==> src/common/ipl_params.svh <==
//==========================================================================
// Purpose: Offsets, field positions, masks and reset values of the
//          priority level block
// Assumes: Register index times four is the byte address
// Notes:   Definitions only
//==========================================================================
`ifndef IPL_PARAMS_SVH
`define IPL_PARAMS_SVH

//==========================================================================
// Register indices (byte address is index times four)
//==========================================================================
`define IPL_IDX_SYS 6'h02
`define IPL_IDX_CAN 6'h03
`define IPL_IDX_SPI 6'h04
`define IPL_IDX_SER 6'h05
`define IPL_IDX_STATUS 6'h10
`define IPL_IDX_MASK 6'h11

//==========================================================================
// Writable bit masks; reserved bits are zero here
//==========================================================================
`define IPL_WMASK_SYS 16'h3FC3
`define IPL_WMASK_CAN 16'h03FC
`define IPL_WMASK_SPI 16'hFC3F
`define IPL_WMASK_SER 16'h0F3F
`define IPL_WMASK_EVT 20'hFFFFF

//==========================================================================
// Reset values
//==========================================================================
`define IPL_RST_PRIO 16'h0000
`define IPL_RST_EVT 20'h00000
`define IPL_RST_RDATA 32'h00000000

//==========================================================================
// Field low bit positions
//==========================================================================
`define IPL_POS_FLASH_CMD_DONE 12
`define IPL_POS_FLASH_FAULT 10
`define IPL_POS_PLL_UNLOCK 8
`define IPL_POS_LOW_VOLTAGE 6
`define IPL_POS_EXT_REQ_A 0
`define IPL_POS_CAN_MSGBUFFER 8
`define IPL_POS_CAN_WAKEUP 6
`define IPL_POS_CAN_FAULT 4
`define IPL_POS_CAN_BUSOFF 2
`define IPL_POS_SPI_FIRST_RXFULL 14
`define IPL_POS_SPI_SECOND_TXEMPTY 12
`define IPL_POS_SPI_SECOND_RXFULL 10
`define IPL_POS_PORT_A 4
`define IPL_POS_PORT_B 2
`define IPL_POS_PORT_C 0
`define IPL_POS_SER_RXFULL 10
`define IPL_POS_SER_RXERR 8
`define IPL_POS_SER_TXIDLE 4
`define IPL_POS_SER_TXEMPTY 2
`define IPL_POS_SPI_FIRST_TXEMPTY 0

`endif

==> src/common/ipl_pkg.sv <==
//==========================================================================
// Purpose: Types shared by the priority level block
// Assumes: Twenty sources, 2-bit level fields
// Notes:   Constants live in ipl_params.svh
//==========================================================================
package ipl_pkg;

   // Source priority field and decoded level
   typedef logic [1:0] ipl_field_type;

   // Register selected by a bus address
   typedef enum logic [2:0] {
      IPL_REG_NONE,
      IPL_REG_SYS,
      IPL_REG_CAN,
      IPL_REG_SPI,
      IPL_REG_SER,
      IPL_REG_STATUS,
      IPL_REG_MASK
   } ipl_reg_type;

   // Whole state of the top module
   typedef struct packed {
      logic [15:0] system_event_priority;
      logic [15:0] can_event_priority;
      logic [15:0] spi_gpio_priority;
      logic [15:0] serial_port_priority;
      logic [19:0] status;
      logic [19:0] mask;
      logic waitreq;
      logic [31:0] rdata;
      logic irq;
      logic core_req;
      logic [1:0] core_level;
      logic [4:0] core_src;
   } ipl_state_type;

endpackage

==> src/logic/ipl_field_map.sv <==
//==========================================================================
// Purpose: Slice the four priority registers into twenty source fields
// Assumes: Source order fixed, index 0 has the highest tie priority
// Notes:   Purely combinational
//==========================================================================
`timescale 1ns/100ps
`default_nettype none
`include "ipl_params.svh"

module ipl_field_map (
   input wire logic [15:0] system_event_priority,
   input wire logic [15:0] can_event_priority,
   input wire logic [15:0] spi_gpio_priority,
   input wire logic [15:0] serial_port_priority,
   output logic [19:0][1:0] fields
);

   //=======================================================================
   // Field slicing
   //=======================================================================
   // System events: flash, PLL, low voltage, external request A
   assign fields[0] = system_event_priority[`IPL_POS_FLASH_CMD_DONE +: 2];
   assign fields[1] = system_event_priority[`IPL_POS_FLASH_FAULT +: 2];
   assign fields[2] = system_event_priority[`IPL_POS_PLL_UNLOCK +: 2];
   assign fields[3] = system_event_priority[`IPL_POS_LOW_VOLTAGE +: 2];
   assign fields[4] = system_event_priority[`IPL_POS_EXT_REQ_A +: 2];
   // CAN events
   assign fields[5] = can_event_priority[`IPL_POS_CAN_MSGBUFFER +: 2];
   assign fields[6] = can_event_priority[`IPL_POS_CAN_WAKEUP +: 2];
   assign fields[7] = can_event_priority[`IPL_POS_CAN_FAULT +: 2];
   assign fields[8] = can_event_priority[`IPL_POS_CAN_BUSOFF +: 2];
   // SPI and GPIO ports
   assign fields[9] = spi_gpio_priority[`IPL_POS_SPI_FIRST_RXFULL +: 2];
   assign fields[10] = spi_gpio_priority[`IPL_POS_SPI_SECOND_TXEMPTY +: 2];
   assign fields[11] = spi_gpio_priority[`IPL_POS_SPI_SECOND_RXFULL +: 2];
   assign fields[12] = spi_gpio_priority[`IPL_POS_PORT_A +: 2];
   assign fields[13] = spi_gpio_priority[`IPL_POS_PORT_B +: 2];
   assign fields[14] = spi_gpio_priority[`IPL_POS_PORT_C +: 2];
   // Second serial port and first SPI transmit
   assign fields[15] = serial_port_priority[`IPL_POS_SER_RXFULL +: 2];
   assign fields[16] = serial_port_priority[`IPL_POS_SER_RXERR +: 2];
   assign fields[17] = serial_port_priority[`IPL_POS_SER_TXIDLE +: 2];
   assign fields[18] = serial_port_priority[`IPL_POS_SER_TXEMPTY +: 2];
   assign fields[19] = serial_port_priority[`IPL_POS_SPI_FIRST_TXEMPTY +: 2];

endmodule
`default_nettype wire

==> src/logic/ipl_arbiter.sv <==
//==========================================================================
// Purpose: Pick the highest level pending source among enabled ones
// Assumes: Field 00 disables, 01..11 map to levels 0..2
// Notes:   Ties go to the lowest source index
//==========================================================================
`timescale 1ns/100ps
`default_nettype none

module ipl_arbiter (
   input wire logic [19:0] src_req,
   input wire logic [19:0][1:0] fields,
   output logic any,
   output logic [1:0] level,
   output logic [4:0] src
);

   //=======================================================================
   // Field decode
   //=======================================================================
   // Level is field minus one, so no nonzero field can exceed level 2
   function automatic logic [1:0] field_level(input logic [1:0] f);
      return f - 2'h1;
   endfunction

   //=======================================================================
   // Selection
   //=======================================================================
   // Strict greater-than keeps the earlier index on a tie
   always_comb begin
      any = 1'b0;
      level = 2'h0;
      src = 5'h00;
      for (int i = 0; i < 20; i++) begin
         if (src_req[i] && fields[i] != 2'h0) begin
            if (!any || field_level(fields[i]) > level) begin
               any = 1'b1;
               level = field_level(fields[i]);
               src = 5'(i);
            end
         end
      end
   end

endmodule
`default_nettype wire

==> src/logic/ipl_regs.sv <==
//==========================================================================
// Purpose: Priority level registers for twenty interrupt sources, with
//          Avalon-MM access, event status and one forwarded core request
// Assumes: Source requests come from logic on the same clock
// Notes:   Every access answers one cycle after it is seen
//==========================================================================
//
// Design decision made here: the Avalon-MM interface to the registers.
`timescale 1ns/100ps
`default_nettype none
`include "ipl_params.svh"

module ipl_regs (
   input wire logic clock,
   input wire logic rst_n,
   input wire logic [7:0] address,
   input wire logic read,
   input wire logic write,
   input wire logic [3:0] byteenable,
   input wire logic [31:0] writedata,
   output logic [31:0] readdata,
   output logic waitrequest,
   input wire logic [19:0] src_req,
   output logic core_req,
   output logic [1:0] core_level,
   output logic [4:0] core_src,
   output logic irq
);

   //=======================================================================
   // State
   //=======================================================================
   ipl_pkg::ipl_state_type st_r;
   ipl_pkg::ipl_state_type st_nxt;
   logic [19:0][1:0] fields;
   logic arb_any;
   logic [1:0] arb_level;
   logic [4:0] arb_src;
   logic [19:0] enabled;
   logic [19:0] status_set;
   logic [31:0] lane_mask;
   logic ack_write;
   ipl_pkg::ipl_reg_type wsel;

   //=======================================================================
   // Helpers
   //=======================================================================
   // Address decode, shared by read and write paths
   function automatic ipl_pkg::ipl_reg_type reg_sel(input logic [7:0] a);
      if (a[1:0] != 2'h0) begin
         return ipl_pkg::IPL_REG_NONE;
      end
      case (a[7:2])
         `IPL_IDX_SYS: return ipl_pkg::IPL_REG_SYS;
         `IPL_IDX_CAN: return ipl_pkg::IPL_REG_CAN;
         `IPL_IDX_SPI: return ipl_pkg::IPL_REG_SPI;
         `IPL_IDX_SER: return ipl_pkg::IPL_REG_SER;
         `IPL_IDX_STATUS: return ipl_pkg::IPL_REG_STATUS;
         `IPL_IDX_MASK: return ipl_pkg::IPL_REG_MASK;
         default: return ipl_pkg::IPL_REG_NONE;
      endcase
   endfunction

   // Merge a write into a 16-bit register through its writable mask
   function automatic logic [15:0] merge16(input logic [15:0] old,
                                           input logic [15:0] wd,
                                           input logic [15:0] lanes,
                                           input logic [15:0] wmask);
      logic [15:0] m;
      m = lanes & wmask;
      return (old & ~m) | (wd & m);
   endfunction

   //=======================================================================
   // Submodules
   //=======================================================================
   ipl_field_map u_map (
      .system_event_priority(st_r.system_event_priority),
      .can_event_priority(st_r.can_event_priority),
      .spi_gpio_priority(st_r.spi_gpio_priority),
      .serial_port_priority(st_r.serial_port_priority),
      .fields(fields)
   );

   ipl_arbiter u_arb (
      .src_req(src_req),
      .fields(fields),
      .any(arb_any),
      .level(arb_level),
      .src(arb_src)
   );

   //=======================================================================
   // Enables and events
   //=======================================================================
   // A source counts as enabled only with a nonzero field
   always_comb begin
      for (int i = 0; i < 20; i++) begin
         enabled[i] = fields[i] != 2'h0;
      end
   end

   assign status_set = src_req & enabled;

   // Byte enables widened to bit lanes
   always_comb begin
      for (int b = 0; b < 4; b++) begin
         lane_mask[b*8 +: 8] = {8{byteenable[b]}};
      end
   end

   // A write commits only at the edge where waitrequest is seen low
   assign ack_write = write && !st_r.waitreq;
   assign wsel = reg_sel(address);

   //=======================================================================
   // Next state
   //=======================================================================
   always_comb begin
      st_nxt = st_r;
      // Bus handshake: one wait cycle, then one ack cycle
      st_nxt.waitreq = !(st_r.waitreq && (read || write));
      if (st_r.waitreq && read) begin
         case (wsel)
            ipl_pkg::IPL_REG_SYS:
               st_nxt.rdata = {16'h0000, st_r.system_event_priority};
            ipl_pkg::IPL_REG_CAN:
               st_nxt.rdata = {16'h0000, st_r.can_event_priority};
            ipl_pkg::IPL_REG_SPI:
               st_nxt.rdata = {16'h0000, st_r.spi_gpio_priority};
            ipl_pkg::IPL_REG_SER:
               st_nxt.rdata = {16'h0000, st_r.serial_port_priority};
            ipl_pkg::IPL_REG_STATUS:
               st_nxt.rdata = {12'h000, st_r.status};
            ipl_pkg::IPL_REG_MASK:
               st_nxt.rdata = {12'h000, st_r.mask};
            default:
               st_nxt.rdata = `IPL_RST_RDATA;
         endcase
      end
      if (ack_write) begin
         case (wsel)
            ipl_pkg::IPL_REG_SYS:
               st_nxt.system_event_priority = merge16(
                  st_r.system_event_priority, writedata[15:0],
                  lane_mask[15:0], `IPL_WMASK_SYS);
            ipl_pkg::IPL_REG_CAN:
               st_nxt.can_event_priority = merge16(
                  st_r.can_event_priority, writedata[15:0],
                  lane_mask[15:0], `IPL_WMASK_CAN);
            ipl_pkg::IPL_REG_SPI:
               st_nxt.spi_gpio_priority = merge16(
                  st_r.spi_gpio_priority, writedata[15:0],
                  lane_mask[15:0], `IPL_WMASK_SPI);
            ipl_pkg::IPL_REG_SER:
               st_nxt.serial_port_priority = merge16(
                  st_r.serial_port_priority, writedata[15:0],
                  lane_mask[15:0], `IPL_WMASK_SER);
            ipl_pkg::IPL_REG_MASK:
               st_nxt.mask = (st_r.mask & ~lane_mask[19:0])
                  | (writedata[19:0] & lane_mask[19:0]);
            default: begin
            end
         endcase
      end
      // Set wins over a same-cycle write-one clear
      if (ack_write && wsel == ipl_pkg::IPL_REG_STATUS) begin
         st_nxt.status = (st_r.status & ~(writedata[19:0] & lane_mask[19:0]))
            | status_set;
      end else begin
         st_nxt.status = st_r.status | status_set;
      end
      st_nxt.irq = |(st_r.status & st_r.mask);
      st_nxt.core_req = arb_any;
      st_nxt.core_level = arb_any ? arb_level : 2'h0;
      st_nxt.core_src = arb_any ? arb_src : 5'h00;
      if (!rst_n) begin
         st_nxt = '0;
         st_nxt.system_event_priority = `IPL_RST_PRIO;
         st_nxt.can_event_priority = `IPL_RST_PRIO;
         st_nxt.spi_gpio_priority = `IPL_RST_PRIO;
         st_nxt.serial_port_priority = `IPL_RST_PRIO;
         st_nxt.status = `IPL_RST_EVT;
         st_nxt.mask = `IPL_RST_EVT;
         st_nxt.rdata = `IPL_RST_RDATA;
         st_nxt.waitreq = 1'b1;
      end
   end

   // Reset folded into next state, so one plain register stage
   always_ff @(posedge clock) begin
      st_r <= st_nxt;
   end

   //=======================================================================
   // Outputs, all straight from flops
   //=======================================================================
   assign readdata = st_r.rdata;
   assign waitrequest = st_r.waitreq;
   assign core_req = st_r.core_req;
   assign core_level = st_r.core_level;
   assign core_src = st_r.core_src;
   assign irq = st_r.irq;

   logic [1:0] sel_field;
   assign sel_field = fields[arb_src];
endmodule
`default_nettype wire

==> config.mk <==
export PLATFORM = sky130hd
export DESIGN_NAME = ipl_regs
export DESIGN_NICKNAME = d
export VERILOG_FILES = /design/src/common/ipl_pkg.sv /design/src/logic/ipl_field_map.sv /design/src/logic/ipl_arbiter.sv /design/src/logic/ipl_regs.sv
export VERILOG_INCLUDE_DIRS = /design/src /design/src/common
export SDC_FILE = /design/constraint.sdc
export NUM_CORES = 1
export LEC_CHECK = 0
export ABC_AREA = 1
export BUFFER_PORTS_ARGS = -buffer_cell sky130_fd_sc_hd__clkbuf_2
export CELL_PAD_IN_SITES_DETAIL_PLACEMENT = 1
export CELL_PAD_IN_SITES_GLOBAL_PLACEMENT = 2
export CORE_MARGIN = 3
export CORE_UTILIZATION = 32
export DETAILED_ROUTE_END_ITERATION = 6
export PLACE_DENSITY = 0.77
export SLEW_MARGIN = 20
export SYNTH_ARGS = -nofsm -noshare
export SYNTH_HDL_FRONTEND = slang
export SYNTH_HIERARCHICAL = 1
export SYNTH_SLANG_ARGS = --single-unit
==> constraint.sdc <==
create_clock -name clock -period 25.8 [get_ports clock]
set_clock_uncertainty 0.1 [all_clocks]
set_input_delay 3.87 -clock clock [delete_from_list [all_inputs] [get_ports clock]]
set_output_delay 3.87 -clock clock [all_outputs]
set_load 0.02 [all_outputs]
==> results of run 1 <==
==> kinds of logic after synthesis <==
group                    share of synthesized area
AND/OR/NAND/NOR                              0.284
AO/OA/AOI/OAI                                0.178
flip-flops                                   0.282
buffers and inverters                        0.185
adder cells (fa/ha/maj)                     0.0706
other                                     0.000481
==> stage by stage <==
step,total power (W),instances,hold slack (ns),setup slack [ns]
2_1_floorplan,0.000188,1200,0.338,4.80
3_3_place_gp,0.000198,1497,0.340,2.48
3_5_place_dp,0.000199,1497,0.343,2.19
4_1_cts,0.000339,1511,0.359,2.48
5_1_grt,0.000347,1511,0.380,0.267
6_report,0.000335,1511,0.356,2.60
==> cell usage in the layout (no fill, tap or decap), types with 3 or more instances in the layout <==
master	n
o21bai_1	3
a21oi_1	99
nor3_1	7
inv_1	174
conb_1	12
clkbuf_2	84
a21oi_2	5
buf_4	4
nor2_1	77
nand4_1	8
ha_1	44
nand2_2	11
nor3_2	3
clkbuf_16	9
nand2_1	251
a31oi_1	8
o21ai_1	10
o21ai_0	105
or2_2	3
dfxtp_1	110
nand3_2	8
nor2_4	8
nand3_1	91
a22o_1	4
inv_2	10
nor2_2	9
==> worst register-to-register path: cells and delay by family (launching register included) <==
kind | cells | cell delay (ns)
and+or+nand+nor | 89 | 9.39
adders and majority gates | 20 | 5.15
AOI/OAI and AO/OA | 22 | 3.20
buffers and inverters | 29 | 2.04
DFF | 1 | 0.47
==> power by group <==
| group | switching [W] | internal (W) |
|---|---|---|
| Clock | 0.0000661 | 0.0000743 |
| Combinational | 0.0000178 | 0.00000640 |
| Sequential | 0.000000231 | 0.000170 |
==> worst max-delay path by stage <==
stage | end
after floorplan | core_src[3]
after global placement | core_src[3]
after detailed placement | core_src[3]
after CTS | core_src[3]
after global routing | core_src[3]
final | core_src[3]
==> metal layers <==
| layer | part of all wire | up-vias | global-route usage |
|---|---|---|---|
| li1 | - | 3758 | - |
| met1 | 0.47 | 3515 | 0.263 |
| met2 | 0.48 | 127 | 0.349 |
| met3 | 0.035 | 10 | 0.0342 |
| met4 | 0.0084 | 0 | 0.0341 |
| met5 | 0 | - | 0 |
==> cell type report <==
class	count	area [sq um]	area share
repair buffers	88	450	0.0547
clock inverters	4	50.0	0.00608
well taps	319	399	0.0485
multi-input cells	794	4200	0.511
inverters	186	698	0.0848
clock buffers	10	229	0.0278
flip-flops and latches	110	2200	0.267
==> key figures, run 1 <==
Status
  – Status: complete, no violations

CTS
  – Clock Sinks: 110
  – Root Buffer: clkbuf_16
  – Clock transition at path regs: 0.07 ns
  – Cts hold-fix bufs: 0
  – Cts bufs inserted: 9
  – Post-CTS Setup Bufs: 0
  – Clk buf depth: 2
  – Worst-Skew Late Latency: approximately 0.36 ns
  – CTS tree: done
  – Htree depth: 3
  – # resized after CTS: 0

Flow run
  – Max-cap violations: 0

Route
  – Detailed-router iteration count before antenna repair: 5
  – DR vias/cell: between 4 and 5
  – Post-DRT Antenna Nets: 0
  – Post-Route WL: 26100 microns
  – Via count: approximately 7400
  – Wirelength per Cell: 17.3 microns
  – Drt drc: 0
  – Initial DRC Count: roughly 380

Setup path
  – CP delay by family, top: simple AND/OR/NAND/NOR gates
  – CP Capture Type: flop
  – Worst path slowest cell: a21oi_2
  – Most used cell, CP: nand2_1
  – Critical path required time: around 26 ns
  – Worst Path Arrival: approximately 23 ns
  – Worst-path maximum fanout: 6
  – Reg2Reg Depth: 160
  – Worst setup SP type: input port
  – R2R Setup Slk: 5.43 ns
  – RR Endpoint: core_src[3]
  – Crit path from: src_req[0]
  – Critical path depth in cells: between 150 and 200
  – Slowest cell delay on critical path: a little over 0.3 ns
  – Crit Path Class: in2reg
  – Crit path buffers/inverters: 30

Synthesis
  – Post-synth top flop: dfxtp_1
  – Post-Syn Instances: ~1200
  – Cell Area, Synth: just under 0.008 sq mm
  – Mean Syn Cell Area: 6.56 sq um
  – Ys Warns: 6
  – Post-synth EDFFs: 0
  – Post-synth top cells: nand2_1 (251), inv_1 (175), dfxtp_1 (110), o21ai_0 (105), a21oi_1 (99)
  – Post-synth ARST share: 0
  – Seq cells post-synth: 110
  – Synth area leader: dfxtp_1
  – Synth top area share: 0.282
  – Synth area leaders: dfxtp_1 (28%), nand2_1 (12%), inv_1 (8.4%)
  – Distinct cells, synth: 48
  – Seq/Total Area, Yosys: 0.282
  – Most common cell in the netlist: nand2_1

Layout
  – Final instance area: just over 0.008 sq mm
  – Area grow syn2layout: 5.58%
  – Post-layout util: 0.348
  – Fill count: 3129
  – Ant diodes: 0
  – Fin nets: around 1300
  – Share of cells above drive strength 1: 0.142

Floorplanning
  – I/O pin count: 110
  – Core Box Area: about 0.024 sq mm
  – Die ar.: roughly 0.026 sq mm
  – Row Count: 56
  – Die W: roughly 160 microns
  – Initial Util: 0.329
  – Height of the die: around 160 microns

STA
  – Final setup fails: 0
  – Part of the cycle the worst path needs: 0.899
  – Hold Violations, Final: 0
  – Setup TNS: 0 ns
  – Crit path time final: between 20 and 25 ns
  – Slew Viols, Final: 0
  – Worst-margin pin slew: 0.860 ns
  – RSZ-0062 raised after global routing: no
  – Max Fclk: approximately 43 MHz
  – Slew headroom: 0.425

Global routing
  – Initial antenna violation count: 0
  – Wire length of the first global-routing pass: around 41000 microns
  – Number of global-route vias before repair: between 7000 and 8000
  – Overflow after GRT: 0
  – GRT Overall Usage: 0.200
  – Pin count of the biggest net entering global routing: between 60 and 70

Placement
  – Area after DPL: 0.00795 sq mm
  – RePlAce Congestion: 0.839
  – PortBufs: 84
  – Post-DP HPWL: a little over 20000 microns

Power
  – Maximum vdd drop: between 0.02 and 0.03 mV
  – Leakage: roughly 3.6 nW
  – Pwr dens: between 40 and 50 mW/mm^2

Min path
  – Hold_sp: waitrequest
  – Worst Hold End: waitrequest
  – Hold path cells: 1
  – Worst Hold Class: reg2reg
No activity file was read; power rests on OpenSTA's default activity.
==> run 2: changes to the inputs <==
--- a/config.mk
+++ b/config.mk
@@ -6,12 +6,11 @@
 export SDC_FILE = /design/constraint.sdc
 export NUM_CORES = 1
 export LEC_CHECK = 0
-export ABC_AREA = 1
 export BUFFER_PORTS_ARGS = -buffer_cell sky130_fd_sc_hd__clkbuf_2
 export CELL_PAD_IN_SITES_DETAIL_PLACEMENT = 1
 export CELL_PAD_IN_SITES_GLOBAL_PLACEMENT = 2
 export CORE_MARGIN = 3
-export CORE_UTILIZATION = 32
+export CORE_UTILIZATION = 34
 export DETAILED_ROUTE_END_ITERATION = 6
 export PLACE_DENSITY = 0.77
 export SLEW_MARGIN = 20
==> key figures, run 2 <==
Floorplanning
  – Height of the die: 159 microns (-2.1%)
  – Die ar.: 0.0252 sq mm (-4.2%)
  – Initial Util: 0.348 (+0.0186)
  – Die W: 159 microns (-2.1%)
  – I/O pin count: 110 (unchanged)
  – Core Box Area: 0.0228 sq mm (-3.8%)
  – Row Count: 55 (-1.8%)

Flow run
  – Max-cap violations: 0 (unchanged)

CTS
  – Clock transition at path regs: 0.09 ns (+0.02 ns)
  – Htree depth: 3 (unchanged)
  – Worst-Skew Late Latency: 0.37 ns (about the same)
  – Cts hold-fix bufs: 0 (unchanged)
  – CTS tree: done
  – Clk buf depth: 2 (unchanged)
  – Root Buffer: clkbuf_16
  – Clock Sinks: 110 (unchanged)
  – Cts bufs inserted: 9 (unchanged)

STA
  – Final setup fails: 0 (unchanged)
  – Max Fclk: 40.1 MHz (-7.0%)
  – Slew headroom: 0.361 (-0.0637)
  – Hold Violations, Final: 0 (unchanged)
  – Setup TNS: 0 ns (unchanged)
  – Part of the cycle the worst path needs: 0.967 (+0.0680)
  – Slew Viols, Final: 0 (unchanged)
  – Crit path time final: 24.96 ns (+1.75 ns)
  – Worst-margin pin slew: 0.951 ns (+0.0903 ns)

Setup path
  – RR Endpoint: core_src[0]
  – Reg2Reg Depth: 121 (-24%)
  – Worst-path maximum fanout: 4 (-2)
  – Slowest cell delay on critical path: 0.38 ns (+0.07 ns)
  – Worst setup SP type: input port
  – Worst Path Arrival: 25.12 ns (+1.73 ns)
  – Crit Path Class: in2reg
  – R2R Setup Slk: 3.64 ns (-1.79 ns)
  – CP Capture Type: flop
  – Critical path required time: 25.96 ns (-0.02 ns)
  – Worst path slowest cell: a211o_1
  – Most used cell, CP: ha_4

Synthesis
  – Post-synth ARST share: 0 (unchanged)
  – Seq cells post-synth: 110 (unchanged)
  – Cell Area, Synth: 0.00792 sq mm (+1.6%)
  – Mean Syn Cell Area: 7.60 sq um (+16%)
  – Synth area leader: dfxtp_1
  – Synth top area share: 0.278 (-0.00446)
  – Synth area leaders: dfxtp_1 (28%), buf_4 (7.8%), ha_1 (6.9%)
  – Post-Syn Instances: 1042 (-12%)
  – Distinct cells, synth: 80 (+67%)
  – Post-synth top flop: dfxtp_1
  – Post-synth EDFFs: 0 (unchanged)
  – Seq/Total Area, Yosys: 0.278 (-0.00446)
  – Ys Warns: 6 (unchanged)
  – Post-synth top cells: nand2_1 (137), dfxtp_1 (110), a21oi_1 (92), buf_4 (82), nor2_1 (73)
  – Most common cell in the netlist: nand2_1

Placement
  – RePlAce Congestion: 0.858 (+2.2%)
  – Area after DPL: 0.00845 sq mm (+6.3%)
  – PortBufs: 84 (unchanged)
  – Post-DP HPWL: 22300 microns (+9.0%)

Layout
  – Most frequent cells in the layout: nand2_1 (134), dfxtp_1 (110), buf_4 (91), clkbuf_2 (84), a21oi_1 (81)
  – Ant diodes: 0 (unchanged)
  – Fin nets: 1237 (-4.9%)
  – Final instance area: 0.00965 sq mm (+17%)
  – Area grow syn2layout: 21.8%
  – Share of cells above drive strength 1: 0.284 (+0.142)
  – Most common cell after layout, fill and taps aside: nand2_1

Route
  – Initial DRC Count: 537 (+43%)
  – Post-DRT Antenna Nets: 0 (unchanged)
  – Detailed-router iteration count before antenna repair: 5 (unchanged)
  – Post-Route WL: 30000 microns (+15%)
  – Via count: 7946 (+7.2%)
  – DR vias/cell: 5.51 (+12%)
  – Drt drc: 0 (unchanged)
  – Wirelength per Cell: 20.8 microns (+21%)

Power
  – Pwr dens: 35.5 mW/mm^2 (-13%)
  – Leakage: 3.86 nW (+6.2%)
  – Pwr Total: 0.000343 W (+2.5%)
  – Maximum vdd drop: 0.0272 mV (+2.3%)

Global routing
  – Wire length of the first global-routing pass: 44300 microns (+8.6%)
  – Pin count of the biggest net entering global routing: 61 (-9.0%)
  – Overflow after GRT: 0 (unchanged)
  – Initial antenna violation count: 0 (unchanged)
  – Number of global-route vias before repair: 7697 (+3.7%)
  – GRT Overall Usage: 0.230 (+0.0302)

Min path
  – Hold_sp: readdata[12]
  – Hold path cells: 2 (+1)
  – Worst Hold End: readdata[12]
  – Worst Hold Class: reg2reg

Status
  – Status: complete, no violations
run 2: changes by cell type after synthesis, moves of 10 or more:
| cell | change |
|---|---|
| inv_1 | -112 |
| nand2b_1 | +25 |
| nand3_1 | -28 |
| nand2_1 | -114 |
| and2_1 | +18 |
| buf_2 | +10 |
| and3_1 | +14 |
| o21ai_0 | -63 |
| a22oi_1 | +13 |
| mux2i_1 | +23 |
| nand2_2 | -10 |
run 2: kinds of logic after synthesis:
| family | count (synthesis) | synth area share |
|---|---|---|
| other cells | 1 | 0.000473 |
| compound gates | 262 | 0.215 |
| mux | 29 | 0.0376 |
| fa+ha+maj | 46 | 0.0722 |
| buf+inv | 181 | 0.129 |
| flops | 110 | 0.278 |
| simple gates | 411 | 0.264 |
| xor+xnor | 2 | 0.00458 |
run 2: how the worst max path moves through the flow:
stage | from | endpoint | depth (start not counted)
floorplan | src_req[0] | core_src[4] | 115
global placement | src_req[0] | core_src[3] | 117
detailed placement | src_req[0] | core_src[3] | 119
CTS | src_req[0] | core_src[0] | 121
global route | src_req[0] | core_src[0] | 120
finish | src_req[0] | core_src[0] | 120
run 2: cell type report:
type	count	area, sq um
fill	2770	13100
multi-input combinational	762	5370
sequential	110	2200
timing repair buffer	177	1130
tap	313	392
inverter	65	246
clock buffer	9	225
clock inverter	7	85.1
run 2: repair_timing:
action,CTS,global route
endpoints found under the setup margin,7,7
pin swaps,11,85
gates resized for setup,24,105
buffers inserted,19,17
run 2: through the flow:
step	std cells	hold WS [ns]	util	worst slack [ns]
global placement	1394	0.334	0.371	-0.648
CTS	1429	0.360	0.396	0.00949
finish	1443	0.358	0.424	0.842
global route	1443	0.395	0.424	-0.189
floorplan	1053	0.323	-	0.390
detailed placement	1394	0.347	0.371	-1.14
run 2: power breakdown:
part	internal, W	switching (W)
Sequential	0.000170	0.000000310
Clock	0.0000699	0.0000775
Combinational	0.00000711	0.0000182
Total	0.000247	0.0000961
run 2: per-layer routing:
layer  up-vias  wire [microns]  track usage
met3        28            1400       0.0337
met1      3938           13700        0.317
met5         -               0            0
met2       202           14500        0.387
met4         0             380       0.0434
li1       3778               -            -
run 2: worst max-delay path: cells and delay by family:
| kind | cells | cell delay [ns] |
|---|---|---|
| AO/OA/AOI/OAI | 48 | 7.16 |
| adder cells (fa/ha/maj) | 21 | 5.40 |
| buffers and inverters | 8 | 0.72 |
| multiplexers | 7 | 2.10 |
| AND/OR/NAND/NOR | 36 | 5.80 |
